## config.mk

```make
export PLATFORM = sky130hd
export DESIGN_NAME = psa_ctrl
export DESIGN_NICKNAME = d
export VERILOG_FILES = /design/src/inc/psa_pkg.sv /design/src/logic/psa_ctrl.sv /design/src/logic/psa_tick.sv /design/src/logic/psa_sync.sv
export SDC_FILE = /design/constraint.sdc
export NUM_CORES = 1
export LEC_CHECK = 0
export BUFFER_PORTS_ARGS = -buffer_cell sky130_fd_sc_hd__buf_2
export CAP_MARGIN = 20
export CELL_PAD_IN_SITES_DETAIL_PLACEMENT = 1
export CELL_PAD_IN_SITES_GLOBAL_PLACEMENT = 1
export CORE_MARGIN = 3
export CORE_UTILIZATION = 45
export CTS_CLUSTER_SIZE = 40
export DETAILED_ROUTE_END_ITERATION = 16
export HOLD_SLACK_MARGIN = 0.15
export PLACE_DENSITY_LB_ADDON = 0.15
export SLEW_MARGIN = 20
export SYNTH_ARGS = -nofsm -noshare
export SYNTH_HDL_FRONTEND = slang
export SYNTH_SLANG_ARGS = --single-unit
```

## constraint.sdc

```tcl
create_clock -name clock -period 12.2 [get_ports clock]
set_input_delay 2.44 -clock clock [delete_from_list [all_inputs] [get_ports clock]]
set_output_delay 2.44 -clock clock [all_outputs]
set_load 0.02 [all_outputs]
```

## src/inc/psa_pkg.sv

```systemverilog
// Constants for the passing speed allowance controller.
// Assumes a single 40 MHz clock and that all control inputs are plain ports.
package psa_pkg;
  localparam int unsigned ClockHz = 40_000_000;
  localparam int unsigned TickSec = 1;
  localparam int unsigned TickCycles = ClockHz * TickSec;
  localparam int unsigned ArmWindowSec = 5;
  localparam int unsigned AccelWindowSec = 20;
  localparam int unsigned WarnSec = 60;
  localparam int unsigned RampSec = 5;
  localparam int unsigned SecPerMin = 60;
  localparam int unsigned SecPerHour = 3600;
  localparam int unsigned FlashHalfSec = 1;
  localparam logic [4:0] PeriodA = 5'h08;
  localparam logic [4:0] PeriodB = 5'h0c;
  localparam logic [4:0] PeriodC = 5'h18;
  localparam logic [4:0] PeriodReset = 5'h08;
  localparam logic [7:0] BudgetReset = 8'h00;
  localparam logic [7:0] MarginReset = 8'h00;
  typedef enum logic [3:0] {
    PumpIdle = 4'b0001,
    PumpRel1 = 4'b0010,
    PumpFull1 = 4'b0100,
    PumpRel2 = 4'b1000
  } psa_pump_t;
  typedef enum logic [4:0] {
    PsIdle = 5'b00001,
    PsArmed = 5'b00010,
    PsPass = 5'b00100,
    PsRamp = 5'b01000,
    PsSpent = 5'b10000
  } psa_state_t;
endpackage : psa_pkg

```

## src/logic/psa_ctrl.sv

```systemverilog
// Top of the passing speed allowance controller: pedal arming, pass
// metering, warning lamp and cap rampdown.
// Assumes speed and caps in the same unit; pedal and midnight pins synchronised here.
`timescale 1ns/1ps
`default_nettype none
module psa_ctrl #(
  parameter int unsigned TICK_CYCLES = psa_pkg::TickCycles,
  parameter int unsigned SPEED_W = 8
) (
  input wire logic clock,
  input wire logic rst_b,
  input wire logic ce,
  input wire logic pedalFull,
  input wire logic pedalReleased,
  input wire logic cruiseActive,
  input wire logic [SPEED_W-1:0] vehicleSpeed,
  input wire logic [SPEED_W-1:0] normalCap,
  input wire logic activeFault,
  input wire logic stopEngineFault,
  input wire logic midnight,
  input wire logic programStrobe,
  input wire logic [7:0] budgetMinutes,
  input wire logic [4:0] budgetResetPeriod,
  input wire logic [7:0] extraSpeedMargin,
  output logic [SPEED_W-1:0] roadSpeedCap,
  output logic warningLamp,
  output logic passActive,
  output logic cruiseKeep
);
  import psa_pkg::*;

  // Elaboration checks on the parameters
  if (SPEED_W < 8) begin : gBadSpeedW
    $error("psa_ctrl SPEED_W below margin width");
  end
  if (TICK_CYCLES < 2) begin : gBadTick
    $error("psa_ctrl TICK_CYCLES too small");
  end

  // Synchronised pins
  logic fullS;
  logic relS;
  logic midS;
  logic midPrev_q;
  // Second tick
  logic sec;
  // Programmed settings
  logic [7:0] budgetSet_q;
  logic [4:0] period_q;
  logic [7:0] margin_q;
  // Remaining pass time in seconds
  logic [15:0] remain_q;
  // Seconds into the current reset period
  logic [16:0] perSec_q;
  // Pump window and generic state timer
  logic [4:0] pumpSec_q;
  logic [4:0] stSec_q;
  logic [2:0] rampSec_q;
  psa_pump_t pump_q;
  psa_state_t st_q;
  logic flash_q;
  logic armPulse;
  // Second release seen within the pump sequence
  logic pumpSecondRel_q;

  // Pin synchronisers
  psa_sync uSyncFull (.clock(clock), .rst_b(rst_b), .ce(ce), .pinIn(pedalFull),
    .syncOut(fullS));
  psa_sync uSyncRel (.clock(clock), .rst_b(rst_b), .ce(ce), .pinIn(pedalReleased),
    .syncOut(relS));
  psa_sync uSyncMid (.clock(clock), .rst_b(rst_b), .ce(ce), .pinIn(midnight),
    .syncOut(midS));

  psa_tick #(.DIV(TICK_CYCLES)) uTick (.clock(clock), .rst_b(rst_b), .ce(ce),
    .restart(programStrobe), .tick(sec));

  // Period classification, used once
  function automatic logic isAligned(input logic [4:0] p);
    isAligned = (p == PeriodA) || (p == PeriodB) || (p == PeriodC);
  endfunction : isAligned

  // Decoded conditions
  wire aboveCap = vehicleSpeed > normalCap;
  wire midEdge = midS && !midPrev_q;
  wire [16:0] periodSecs = 17'(period_q * SecPerHour);
  wire periodEnd = sec && (perSec_q + 17'h1 >= periodSecs);
  wire midRefill = midEdge && isAligned(period_q);
  // other periods refill only by count
  wire refill = periodEnd || midRefill;
  wire featureOn = (budgetSet_q != 8'h00) && (margin_q != 8'h00);
  wire budgetLeft = remain_q != 16'h0;
  wire warnZone = remain_q <= 16'(WarnSec);
  wire [SPEED_W-1:0] raisedCap = normalCap + SPEED_W'(margin_q);
  wire [SPEED_W-1:0] rampStep = SPEED_W'(margin_q * rampSec_q / RampSec);
  wire [15:0] fullBudget = 16'(budgetSet_q * SecPerMin);

  // Settings, latched on programming
  always_ff @(posedge clock or negedge rst_b) begin
    if (!rst_b) begin
      budgetSet_q <= BudgetReset;
      period_q <= PeriodReset;
      margin_q <= MarginReset;
      midPrev_q <= 1'b0;
    end else if (ce) begin
      midPrev_q <= midS;
      if (programStrobe) begin
        budgetSet_q <= budgetMinutes;
        period_q <= budgetResetPeriod;
        margin_q <= extraSpeedMargin;
      end
    end
  end

  // Reset period timer
  always_ff @(posedge clock or negedge rst_b) begin
    if (!rst_b) begin
      perSec_q <= 17'h0;
    end else if (ce) begin
      if (programStrobe || periodEnd) perSec_q <= 17'h0;
      else if (sec) perSec_q <= perSec_q + 17'h1;
    end
  end

  // Pump window expired; final full press after the second release
  wire pumpLate = (pump_q != PumpIdle) && (pumpSec_q >= 5'(ArmWindowSec));
  wire pumpArm = fullS && pumpSecondRel_q;

  // Pump detector: full, release, full, release, full
  // foot pedal inputs only arm
  always_ff @(posedge clock or negedge rst_b) begin
    if (!rst_b) begin
      pump_q <= PumpIdle;
      pumpSec_q <= 5'h0;
      armPulse <= 1'b0;
    end else if (ce) begin
      armPulse <= 1'b0;
      // Seconds since the first full press
      if (pump_q == PumpIdle) pumpSec_q <= 5'h0;
      else if (sec) pumpSec_q <= pumpSec_q + 5'h1;
      if (pumpLate) begin
        pump_q <= PumpIdle;
      end else begin
        case (pump_q)
          // Waiting for the first full press
          PumpIdle: if (fullS) pump_q <= PumpRel1;
          // Waiting for the first release
          PumpRel1: if (relS) pump_q <= PumpFull1;
          // Waiting for the second full press
          PumpFull1: if (fullS) pump_q <= PumpRel2;
          // Second release is marked aside; final full arms
          PumpRel2: begin
            if (pumpArm) begin
              armPulse <= 1'b1;
              pump_q <= PumpIdle;
            end
          end
          default: pump_q <= PumpIdle;
        endcase
      end
    end
  end

  // Marks the second release seen within the pump sequence
  always_ff @(posedge clock or negedge rst_b) begin
    if (!rst_b) pumpSecondRel_q <= 1'b0;
    else if (ce) begin
      if (pump_q == PumpIdle) pumpSecondRel_q <= 1'b0;
      else if (pump_q == PumpRel2 && relS) pumpSecondRel_q <= 1'b1;
    end
  end

  // Main pass state machine
  always_ff @(posedge clock or negedge rst_b) begin
    if (!rst_b) begin
      st_q <= PsIdle;
      stSec_q <= 5'h0;
      rampSec_q <= 3'h0;
      remain_q <= 16'h0;
    end else if (ce) begin
      if (sec) stSec_q <= stSec_q + 5'h1;
      if (refill) remain_q <= fullBudget;
      else if (programStrobe) remain_q <= 16'(budgetMinutes * SecPerMin);
      else if (sec && aboveCap && (st_q == PsPass) && budgetLeft)
        remain_q <= remain_q - 16'h1;
      case (st_q)
        PsIdle: begin
          stSec_q <= 5'h0;
          if (armPulse && featureOn && budgetLeft && !stopEngineFault) st_q <= PsArmed;
        end
        PsArmed: begin
          if (stopEngineFault) st_q <= PsIdle;
          else if (aboveCap) st_q <= PsPass;
          else if (stSec_q >= 5'(AccelWindowSec)) st_q <= PsIdle;
        end
        PsPass: begin
          rampSec_q <= 3'h0;
          if (stopEngineFault || !aboveCap) st_q <= PsIdle;
          else if (!budgetLeft) st_q <= PsRamp;
        end
        PsRamp: begin
          if (sec) rampSec_q <= rampSec_q + 3'h1;
          if (stopEngineFault) st_q <= PsIdle;
          else if (sec && rampSec_q + 3'h1 >= 3'(RampSec)) st_q <= PsSpent;
        end
        PsSpent: begin
          if (budgetLeft || !aboveCap) st_q <= PsIdle;
        end
        default: st_q <= PsIdle;
      endcase
    end
  end

  // Lamp flash phase
  always_ff @(posedge clock or negedge rst_b) begin
    if (!rst_b) flash_q <= 1'b0;
    else if (ce && sec) flash_q <= !flash_q;
  end

  // Output selection
  // raised cap when passing
  wire [SPEED_W-1:0] capD = (st_q == PsPass && !stopEngineFault) ? raisedCap :
                            (st_q == PsRamp && !stopEngineFault) ? raisedCap - rampStep :
                            normalCap;
  wire warnOn = (st_q == PsPass && warnZone) || st_q == PsRamp;
  wire lampD = warnOn ? flash_q : activeFault;

  // Registered outputs
  always_ff @(posedge clock or negedge rst_b) begin
    if (!rst_b) begin
      roadSpeedCap <= '0;
      warningLamp <= 1'b0;
      passActive <= 1'b0;
      cruiseKeep <= 1'b0;
    end else if (ce) begin
      roadSpeedCap <= capD;
      warningLamp <= lampD;
      passActive <= st_q == PsPass || st_q == PsRamp;
      cruiseKeep <= cruiseActive;
    end
  end
endmodule : psa_ctrl
`default_nettype wire

```

## src/logic/psa_tick.sv

```systemverilog
// Divider that gives a one-cycle pulse every DIV enabled cycles.
// Assumes one clock and an active-low asynchronous reset.
`timescale 1ns/1ps
`default_nettype none
module psa_tick #(
  parameter int unsigned DIV = 40_000_000
) (
  input wire logic clock,
  input wire logic rst_b,
  input wire logic ce,
  input wire logic restart,
  output logic tick
);
  // Divider counter
  logic [31:0] cnt_q;
  // Elaboration check on the divider
  if (DIV < 2) begin : gBadDiv
    $error("psa_tick DIV too small");
  end
  // Count and wrap, restart aligns the phase
  always_ff @(posedge clock or negedge rst_b) begin
    if (!rst_b) begin
      cnt_q <= 32'h0;
      tick <= 1'b0;
    end else if (ce) begin
      tick <= 1'b0;
      if (restart) begin
        cnt_q <= 32'h0;
      end else if (cnt_q == 32'(DIV - 1)) begin
        cnt_q <= 32'h0;
        tick <= 1'b1;
      end else begin
        cnt_q <= cnt_q + 32'h1;
      end
    end
  end
endmodule : psa_tick
`default_nettype wire

```

## src/logic/psa_sync.sv

```systemverilog
// Three-stage synchroniser; output changes once stages two and three agree.
// Assumes an asynchronous pin source and one clock.
`timescale 1ns/1ps
`default_nettype none
module psa_sync (
  input wire logic clock,
  input wire logic rst_b,
  input wire logic ce,
  input wire logic pinIn,
  output logic syncOut
);
  // Shift stages
  logic s1_q;
  logic s2_q;
  logic s3_q;
  // Capture and filter
  always_ff @(posedge clock or negedge rst_b) begin
    if (!rst_b) begin
      s1_q <= 1'b0;
      s2_q <= 1'b0;
      s3_q <= 1'b0;
      syncOut <= 1'b0;
    end else if (ce) begin
      s1_q <= pinIn;
      s2_q <= s1_q;
      s3_q <= s2_q;
      if (s2_q == s3_q) syncOut <= s3_q;
    end
  end
endmodule : psa_sync
`default_nettype wire

```

Word level (Yosys, flattened, before mapping)

Cells that the tools add are included.

Register bits: 136
Bits in latches: 0
Bits in writable memories: 0
Memory bits (read-only): 0
Bits of input ports: 47
Logic and storage cells: 168
Memories: 0

Add/sub/neg operators: 8
$mul: 4
Divide/modulo/power cells: 1
Magnitude comparators: 6
Equality and inequality tests: 27
Shift-type cells: 0
Mux-type cells: 39
Bitwise logic cells: 0
Reduce and logical (&&, ||, !) cells: 51

Operator list:

| kind                                                                               | number |
|---|---|
| 5-bit 2-to-1 mux                                                                   | 13 |
| 32-bit 2-to-1 mux                                                                  | 2 |
| 16-bit 2-to-1 mux                                                                  | 3 |
| 17-bit 2-to-1 mux                                                                  | 2 |
| 32-bit by 1-bit adder with 32-bit output (second input constant)                   | 1 |
| 11-bit by 3-bit divider with 32-bit output (second input constant)                 | 1 |
| 32-bit by 26-bit equality test with 1-bit output (second input constant)           | 1 |
| 5-bit case mux with 5 select lines                                                 | 1 |
| 8-bit by 4-bit multiplier with 12-bit output (second input constant)               | 2 |
| 4-bit 2-to-1 mux                                                                   | 5 |
| 1-bit logical AND                                                                  | 18 |
| 2-bit AND reduction                                                                | 9 |
| 17-bit by 1-bit adder with 17-bit output (second input constant)                   | 1 |
| 17-bit >= comparator                                                               | 1 |
| 16-bit by 6-bit less-or-equal comparator with 1-bit output (second input constant) | 1 |
| 8-bit 2-to-1 mux                                                                   | 2 |
| 4-bit case mux with 4 select lines                                                 | 1 |
| 16-bit nonzero test                                                                | 1 |
| 8-bit nonzero test                                                                 | 2 |
| 16-bit by 1-bit subtractor with 16-bit output (second input constant)              | 1 |
| 5-bit by 4-bit equality test with 1-bit output (second input constant)             | 3 |
| 5-bit by 8-bit multiplier with 13-bit output (second input constant)               | 1 |
| 8-bit by 3-bit multiplier with 11-bit output                                       | 1 |
| 5-bit by 1-bit adder with 5-bit output (second input constant)                     | 2 |
| 32 further kinds                                                                   | 61 |

Logic depth before layout (Yosys ltp)

Gate-level depths: netlist of run 1.

Depth in word-level cells: 7
Depth in mapped cells: 49
Depth with buffers taken out: 46

By module

Synthesis of run 1 repeated with hierarchy kept, for this count alone.

Cells, all modules: 1,501
Area total of the unflattened synthesis: 13,256.5 sq um

By module, submodules not included:

| module   | times used | cells each | area an instance (sq um) |
|---|---|---|---|
| psa_ctrl | 1          | 1,223      | 10,689.0 |
| psa_tick | 1          | 248        | 2,098.3 |
| psa_sync | 3          | 10         | 156.4 |

Least setup slack after synthesis of run 1

Ideal clock, no wire load.

Kind: register to register
Start point: register rampSec_q[2]
End point: register roadSpeedCap[7]
Arrival time: 10.039 ns
Slack: 2.036 ns
Stages on the path, launching flop included: 45
Path buffers: 2
Path through: dfrtp_1 clkbuf_1 and2_1 fa_1 ha_1 fa_1 nand3_1 a21oi_2 or3_4 nand2_1 nand2_1 ha_1 nand2b_1 a2111oi_0 a211oi_2 a32oi_4 mux2i_1 o31ai_1 [... 9 more ...] or4_4 nor3_4 nand3_1 mux2_1 o2111ai_1 ha_1 inv_1 a21o_1 a21o_1 a21o_1 a21o_1 a21o_1 a21oi_1 xor2_1 xnor2_1 a22oi_1 xnor2_1 mux2_2

Word-level cells in the longest chain between the ends: 5

RTL lines:

| element                                      | line            | source |
|---|---|---|
| start: declaration                           | psa_ctrl.sv:58  | `logic [2:0] rampSec_q;` |
| start signal: assignment                     | psa_ctrl.sv:201 | `if (sec) rampSec_q <= rampSec_q + 3'h1;` |
| 8-bit by 3-bit multiplier with 11-bit output | psa_ctrl.sv:94  | `wire [SPEED_W-1:0] rampStep = SPEED_W'(margin_q * rampSec_q / RampSec);` |
| 11-bit by 3-bit divider with 32-bit output   | psa_ctrl.sv:94  |  |
| 8-bit subtractor                             | psa_ctrl.sv:222 | `(st_q == PsRamp && !stopEngineFault) ? raisedCap - rampStep :` |
| 8-bit 2-to-1 mux                             | psa_ctrl.sv:222 |  |
| 8-bit 2-to-1 mux                             | psa_ctrl.sv:221 | `wire [SPEED_W-1:0] capD = (st_q == PsPass && !stopEngineFault) ? raisedCap :` |
| end signal: assignment                       | psa_ctrl.sv:235 | `roadSpeedCap <= capD;` |
| end: declaration                             | psa_ctrl.sv:25  | `output logic [SPEED_W-1:0] roadSpeedCap,` |

Every way passes these cells.
A chain may end at the register's enable or synchronous reset.

Worst setup path after layout of run 1

Ends and elaborated chain as after synthesis.

==> impl_metrics.toml, run 1 <==
[place]
globalplace.congestion = 0.865
place_hpwl_mm = 26.4
io_buffers = 57
place_worst_setup_slack_ns = 0.854

[synth]
ys_seq_elements = 136
synth_area_per_cell_um2 = 8.75
ys_seq_area_share_pct = 27.0
ys_types = 96
synth_area_um2 = 12600
synth-edff-count = 0
netlist_instances = 1444
synthesis.nets = 1642
ys.flop_type = "dfrtp_1"
async_flop_share_pct = 100
yosys_warnings = 0

[setup_path]
worstRegToRegCells = 43
arrival_ns = 11.65
path_max_fanout = 12
critPathRequiredTime_ns = 12.51
critPathMaxStageDelay_ns = 0.54
crit_top_cell = "a21o_1"
worstSetupPathType = "flip-flop to flip-flop"
worst_setup_path_end_kind = "flip-flop"
cp-start-kind = "flip-flop"
critPathSlowestCell = "or4_4"

[cts]
clk_path_buf_depth = 2
clk_pin_slew_ns = 0.07
cts_max_level = 4
cts_tree = "built"
clkSinkCount = 136
clk_latency_ns = 0.43
root_buffer = "clkbuf_16"
cts_buffers = 17

[cells_and_area]
nets = 1679
drive_gt1_share_pct = 13.3
mostFrequentLayoutCells = "nand2_1, dfrtp_1, ha_1"
synthToLayoutAreaGrowth_pct = 9.60
post-route-util_pct = 50.8
layout_commonest_cell = "nand2_1"
n_antenna_cell = 0

[sta]
slew_viol_final = 0
slew-limit-headroom_pct = 28.8
finalHoldViolations = 0
clock_skew_ns = 0.0145
worstMarginPinSlew_ns = 1.07
grt_setup_unrepaired = "no"
setup_viol = 0
max_freq_mhz = 88.1
finalCriticalPeriod_ns = 11.34
finalSetupTns_ns = 0
min_period_over_period_pct = 93.0
fin_ws_ns = 0.855

[outcome]
outcome = "finished, final reports clean"

[route]
drcViolationCount = 0
drt_first_pass_iters = 5
drt_wl_total_mm = 35.1
first_iter_violations = 613
vias = 11000
vias_per_cell = 5.89
ant_nets = 0
wl_per_cell_um = 18.8

[min_path]
hp-class = "flip-flop to flip-flop"
hold_path_depth = 1

[floorplanning]
start_util_pct = 46.4
die_w_um = 174
fp.coreArea_um2 = 27300
die_area_um2 = 30100
io-pin-count = 58
rows = 60
die_h_um = 174

[grt]
antenna_found_initial = 0
grt_pass1_vias = 11524
grt_util_all_layers_pct = 23.4
grt_max_degree = 88
grt_pass1_wl_mm = 59.2
overflow = 0

[job]
drv_cap = 0
[cell families (layout without fill, tap and decap cells)]
family	Yosys count	count (layout)	share of synthesized area, %
AND/OR/NAND/NOR	461	461	18.5
AO/OA/AOI/OAI	414	414	21.5
adder cells (fa/ha/maj)	152	152	17.3
flip-flops	136	136	27.0
buffers and inverters	132	182	4.15
XOR/XNOR	86	86	6.08
multiplexers	63	63	5.58
[per-layer routing]
layer  track usage, %  vias to the layer above  wire, um
li1                 -                     5280         -
met1             32.1                     5569     16900
met2             40.1                      126     17000
met3             3.18                       25       775
met4             4.42                        0       414
met5                0                        -         0
[cell type report]
class / count / area [um^2]
Fill cell: 3208 / 13400
Multi-Input combinational cell: 1176 / 8720
Clock inverter: 15 / 155
Sequential cell: 136 / 3410
Tap cell: 372 / 465
Clock buffer: 17 / 425
Inverter: 83 / 312
Timing Repair Buffer: 67 / 367
[worst max-delay path, delay by kind of cell, from the launching register on]
| family | cells | cell delay [ns] |
|---|---|---|
| compound gates | 13 | 2.97 |
| fa+ha+maj | 6 | 2.10 |
| mux | 5 | 0.81 |
| flops | 1 | 0.53 |
| xor+xnor | 4 | 0.68 |
| simple gates | 15 | 4.10 |
[flip-flops by register name, indices dropped and copies added, names as in the netlist, 3 cells and up]
name          cells
perSec_q         17
remain_q         16
margin_q          8
pumpSec_q         5
st_q              5
roadSpeedCap      8
uTick.cnt_q      32
period_q          5
stSec_q           5
rampSec_q         3
pump_q            4
budgetSet_q       8
[path summary, 6_finish.rpt]
check | from | end | slack (ns)
max in group asynchronous | rst_b | roadSpeedCap[5] | 8.87
worst max-delay path | rampSec_q[2] | roadSpeedCap[7] | 0.86
worst min-delay path | remain_q[14] | remain_q[14] | 0.49
worst min register to register | remain_q[14] | remain_q[14] | 0.49
worst max register to register | rampSec_q[2] | roadSpeedCap[7] | 0.86
min in group asynchronous | rst_b | margin_q[0] | 2.09
[Yosys cell counts (all sizes together) (14+ instances only)]
cell,number,share of area [%]
a21o,28,1.7
and3,28,1.4
nand4,16,0.79
a211oi,17,1.1
dfrtp,133,26
o31ai,14,0.98
fa,38,6.0
mux2i,16,1.4
xor2,40,2.8
a31oi,32,1.6
clkbuf,34,1.0
nor3,20,1.1
nor2,90,2.7
nand2b,23,1.1
a21oi,107,4.3
xnor2,46,3.2
nor4,16,0.84
buf,15,0.67
mux2,47,4.2
o21bai,17,1.0
and2,27,1.4
nand2,153,4.6
o21ai,118,4.7
ha,113,11
inv,83,2.5
nand3,39,1.5
[metrics by stage]
step / cells / hold WS (ns) / cell area [um^2]
after detailed placement: 1833 / 0.481 / 13300
after global routing: 1866 / 0.512 / 13800
after global placement: 1833 / 0.462 / 13300
final: 1866 / 0.492 / 13800
after CTS: 1865 / 0.493 / 13800
after floorplan: 1444 / 0.445 / 12600
[what timing repair did]
item,CTS,global route
endpoints found under the setup margin,0,1
resized for setup,0,1
hold buffers,0,0
buffers inserted,0,0
endpoints found under the hold margin,0,0
Power of run 1 is not shown: default switching activity piles up to over one toggle a cycle in this logic, so the estimate is an artifact.
==> run 2, diff against run 1 <==
CORE_UTILIZATION = 44   (was 45)
clock period = 9.6 ns   (was 12.2 ns; I/O delays follow)
==> run 2 against run 1 <==
Effect of this change: the flow now finishes with violations (setup timing); final cell count rose by 4.9%; wire length grew 1.9%; fmax up 16%; sequential share of layout area is 1.5 points lower; critical path depth rose by 1; via count is 2.4% higher; clock-buffer cell count grew 3; critical endpoint unchanged.
==> impl_metrics.toml, run 2 (same netlist as run 1, synthesis figures left out) <==
[route]
wl_met3_um = 865
drt_first_pass_iters = 5
routed.top_layer = "met4"
ant_nets = 0
wl_met1_mm = 16.9
drcViolationCount = 0
wl_per_cell_um = 18.3
first_iter_violations = 604
wl_met2_mm = 17.3
vias = 11261
vias_per_cell = 5.75
drt_wl_total_mm = 35.7

[cells_and_area]
mostFrequentLayoutCells = "nand2_1, dfrtp_1, o21ai_0"
drive_gt1_share_pct = 20.6
top_regs = "uTick.cnt_q x32, perSec_q x17, remain_q x16"
post-route-util_pct = 52.7
synthToLayoutAreaGrowth_pct = 16.8
largest_register = "uTick.cnt_q"
layout_commonest_cell = "nand2_1"
largest_reg_flops = 32
n_antenna_cell = 0
nets = 1764

[cts]
clkSinkCount = 136
root_buffer = "clkbuf_16"
cts_tree = "built"
clk_latency_ns = 0.43
clk_pin_slew_ns = 0.06
cts_max_level = 4
cts_buffers = 17
clk_path_buf_depth = 2

[sta]
slew_viol_final = 0
setup_viol = 2
grt_setup_unrepaired = "yes"
max_freq_mhz = 102
finalHoldViolations = 0
clock_skew_ns = 0.0154
slew-limit-headroom_pct = 27.2
fin_ws_ns = -0.177
finalCriticalPeriod_ns = 9.78
min_period_over_period_pct = 102
worstMarginPinSlew_ns = 1.09

[setup_path]
r2r_setup_slack_ns = -0.18
critPathSlowestCell = "or4_4"
crit_top_cell = "a21o_1"
cp-endpoint = "roadSpeedCap[7]"
worst_setup_path_end_kind = "flip-flop"
r2r_start = "rampSec_q[1]"
critPathMaxStageDelay_ns = 0.55
arrival_ns = 10.09
cp_num_buf_inv = 3
crit_family = "simple AND/OR/NAND/NOR gates"
worstSetupPathType = "flip-flop to flip-flop"
worst-path-stages = 44
crit_start = "rampSec_q[1]"
worst_r2r_endpoint = "roadSpeedCap[7]"
path_max_fanout = 6
worstRegToRegCells = 44
cp-start-kind = "flip-flop"
critPathRequiredTime_ns = 9.91

[place]
place_worst_setup_slack_ns = -0.197
globalplace.congestion = 0.879
io_buffers = 57
place_hpwl_mm = 26.8

[outcome]
violations = "setup timing"
outcome = "complete, but fails checks"

[floorplanning]
rows = 61
start_util_pct = 45.1
fp.coreArea_um2 = 28000
die_area_um2 = 30800
io-pin-count = 58
die_w_um = 175
die_h_um = 175

[grt]
overflow = 0
grt_pass1_vias = 11789
grt_util_all_layers_pct = 23.6
antenna_found_initial = 0
grt_pass1_wl_mm = 60.1
grt_max_degree = 70

[job]
drv_cap = 0

[min_path]
hp-class = "flip-flop to flip-flop"
## run 2: worst min path at each step
stage,startpoint,end,slack [ns],depth (start not counted)
after CTS,remain_q[15],remain_q[15],0.49,1
final,remain_q[15],remain_q[15],0.49,1
after global placement,remain_q[15],remain_q[15],0.47,1
after global routing,remain_q[15],remain_q[15],0.51,1
after detailed placement,remain_q[15],remain_q[15],0.48,1
after floorplan,remain_q[15],remain_q[15],0.45,1
## run 2: routing by layer
| layer | track usage (%) | vias to the layer above |
|---|---|---|
| li1 | - | 5451 |
| met1 | 32.4 | 5628 |
| met2 | 39.9 | 144 |
| met3 | 2.51 | 38 |
| met4 | 6.14 | 0 |
| met5 | 0 | - |
## run 2: layout make-up
cell class              instances  area (um^2)
clock buffers                  20          447
clock inverters                12          140
fillers                      3352        13200
inverters                      83          312
multi-input cells            1176         8970
flip-flops and latches        136         3410
well taps                     378          473
repair buffers                152         1010
## run 2: worst reg2reg max path: cells and delay by family, from the launching register on
kind | cells | cell delay (ns)
XOR/XNOR | 4 | 0.66
adder cells (fa/ha/maj) | 6 | 1.75
flip-flops | 1 | 0.43
AND/OR/NAND/NOR | 15 | 3.42
buffers and inverters | 3 | 0.33
multiplexers | 3 | 0.87
AO/OA/AOI/OAI | 13 | 2.23
## run 2: through the flow
stage / instances / TNS [ns] / cell area (um^2) / hold slack, ns
floorplan: 1444 / 0 / 12800 / 0.445
global placement: 1893 / 0 / 13800 / 0.465
detailed placement: 1893 / -0.376 / 13800 / 0.477
CTS: 1939 / 0 / 14500 / 0.486
global route: 1957 / -1.24 / 14800 / 0.506
finish: 1957 / -0.266 / 14800 / 0.488
## run 2: repair_timing
action	4_1_cts	5_1_grt
hold buffers	0	0
endpoints found under the setup margin	2	5
setup buffers	14	18
pin swaps	33	37
resized for setup	20	16
Power of run 2 is left out for the same reason.
==> run 3, diff against run 2 <==
BUFFER_PORTS_ARGS = not set   (was -buffer_cell sky130_fd_sc_hd__buf_2)
CORE_UTILIZATION = 46   (was 44)
DONT_BUFFER_PORTS = 1   (was not set)
==> run 3 against run 2 <==
Effect of this change: non-clock buffer count fell by 66; sequential cell count stayed put; final area is 2.0% lower; wire length rose by 1.1%; final cell count fell by 5.2%; utilization is 1.0 points higher; die area fell by 4.2%; critical endpoint unchanged; fmax is 0.53% higher; first-iteration DRC count shrank 21%; the run still ends with setup timing left; critical path type unchanged; via count is 1.4% lower.
==> impl_metrics.toml, run 3 (same netlist as run 1, synthesis figures left out) <==
[setup_path]
cp-start-kind = "flip-flop"
crit_top_cell = "a21o_1"
worstSetupPathType = "flip-flop to flip-flop"
r2r_start = "rampSec_q[0]"
critPathMaxStageDelay_ns = 0.54
path_max_fanout = 5
worstRegToRegCells = 45
critPathSlowestCell = "or4_4"
r2r_setup_slack_ns = -0.12
worst_setup_path_end_kind = "flip-flop"
arrival_ns = 10.04
critPathRequiredTime_ns = 9.91
worst_r2r_endpoint = "roadSpeedCap[7]"

[sta]
clock_skew_ns = 0.0135
finalCriticalPeriod_ns = 9.72
slew_viol_final = 0
grt_setup_unrepaired = "yes"
fin_ws_ns = -0.125
worstMarginPinSlew_ns = 1.01
setup_viol = 2
slew-limit-headroom_pct = 32.4
whs_ns = 0.490
finalSetupTns_ns = -0.178
finalHoldViolations = 0
min_period_over_period_pct = 101
max_freq_mhz = 103

[route]
ant_nets = 0
vias_per_cell = 5.99
vias = 11107
drt_wl_total_mm = 36.1
wl_met3_mm = 1.12
wl_per_cell_um = 19.5
drcViolationCount = 0
wl_met1_mm = 16.3
routed.top_layer = "met5"
first_iter_violations = 480
drt_first_pass_iters = 5
wl_met2_mm = 18.0

[cts]
root_buffer = "clkbuf_16"
clk_pin_slew_ns = 0.06
cts_buffers = 17
hold_buffers = 0
cts_tree = "built"
clk_path_buf_depth = 2
clk_latency_ns = 0.43
cts_max_level = 4
clkSinkCount = 136

[outcome]
outcome = "complete, but fails checks"
violations = "setup timing"

[cells_and_area]
top_regs = "uTick.cnt_q x32, perSec_q x17, remain_q x16"
final_cell_area_um2 = 14500
largest_reg_flops = 32
drive_gt1_share_pct = 17.3
layout_commonest_cell = "nand2_1"
fillerInstances = 3155
mostFrequentLayoutCells = "nand2_1, dfrtp_1, o21ai_0"
largest_register = "uTick.cnt_q"
synthToLayoutAreaGrowth_pct = 14.6
nets = 1698

[floorplanning]
fp.coreArea_um2 = 27000
rows = 60
die_area_um2 = 29500
die_w_um = 172
die_h_um = 172
start_util_pct = 46.9
io-pin-count = 58

[min_path]
hp-class = "flip-flop to flip-flop"
hold_path_depth = 1
hold_end = "flash_q"
holdCritStartpoint = "flash_q"

[grt]
overflow = 0
grt_max_degree = 137
grt_pass1_vias = 11731
grt_util_all_layers_pct = 24.7
grt_pass1_wl_mm = 59.3
antenna_found_initial = 3

[place]
postPlaceCellArea_um2 = 13400
globalplace.congestion = 0.850
io_buffers = 0
place_hpwl_mm = 26.2

[job]
drv_cap = 0
[run 3: cell types whose count changed in the layout (fill, tap and decap cells not counted), sizes merged]
| cell | change |
|---|---|
| inv | -2 |
| clkinv | +3 |
| buf | -66 |
| diode | +1 |
| clkbuf | -1 |
| bufinv | +2 |
| clkinvlp | -2 |
[run 3: how the worst max path moves through the flow]
stage,cells after the start,from,endpoint
floorplan,44,rampSec_q[2],roadSpeedCap[7]
CTS,42,rampSec_q[2],roadSpeedCap[7]
global placement,42,rampSec_q[2],roadSpeedCap[7]
finish,45,rampSec_q[0],roadSpeedCap[7]
global route,45,rampSec_q[0],roadSpeedCap[7]
detailed placement,41,rampSec_q[2],roadSpeedCap[6]
[run 3: cell type report]
class                           count  area (um^2)  share of cell area [%]
Multi-Input combinational cell   1176         9020                    62.3
Sequential cell                   136         3410                    23.5
Timing Repair Buffer               86          657                    4.54
Clock buffer                       19          453                    3.13
Tap cell                          341          427                    2.95
Inverter                           83          312                    2.15
Clock inverter                     13          191                    1.32
Antenna cell                        1         2.50                  0.0173
[run 3: repair_timing]
action	CTS	global route
buffers inserted	17	8
pin swaps	18	36
gates resized for setup	19	22
endpoints found under the setup margin	2	4
[run 3: critical path: cells and delay by family (launching register included)]
kind | cells | cell delay (ns)
AOI/OAI and AO/OA | 13 | 2.30
buffers and inverters | 1 | 0.04
xor gates and xnor gates | 4 | 0.58
adders and majority gates | 6 | 1.76
muxes | 4 | 0.89
and+or+nand+nor | 17 | 3.61
DFF | 1 | 0.41
[run 3: per-layer routing]
metal | vias to the layer above | GRT usage [%]
met5 | - | 0
met4 | 4 | 6.70
met3 | 55 | 3.68
met2 | 167 | 43.5
met1 | 5557 | 31.8
li1 | 5324 | -
[run 3: metrics by stage]
stage	worst slack (ns)	util, %	instances
after global placement	-0.00678	49.8	1797
after CTS	0.00368	53.0	1846
after global routing	-0.439	53.7	1855
final	-0.125	53.7	1855
after detailed placement	-0.239	49.8	1797
after floorplan	0.00541	-	1444
Power of run 3 is left out for the same reason.
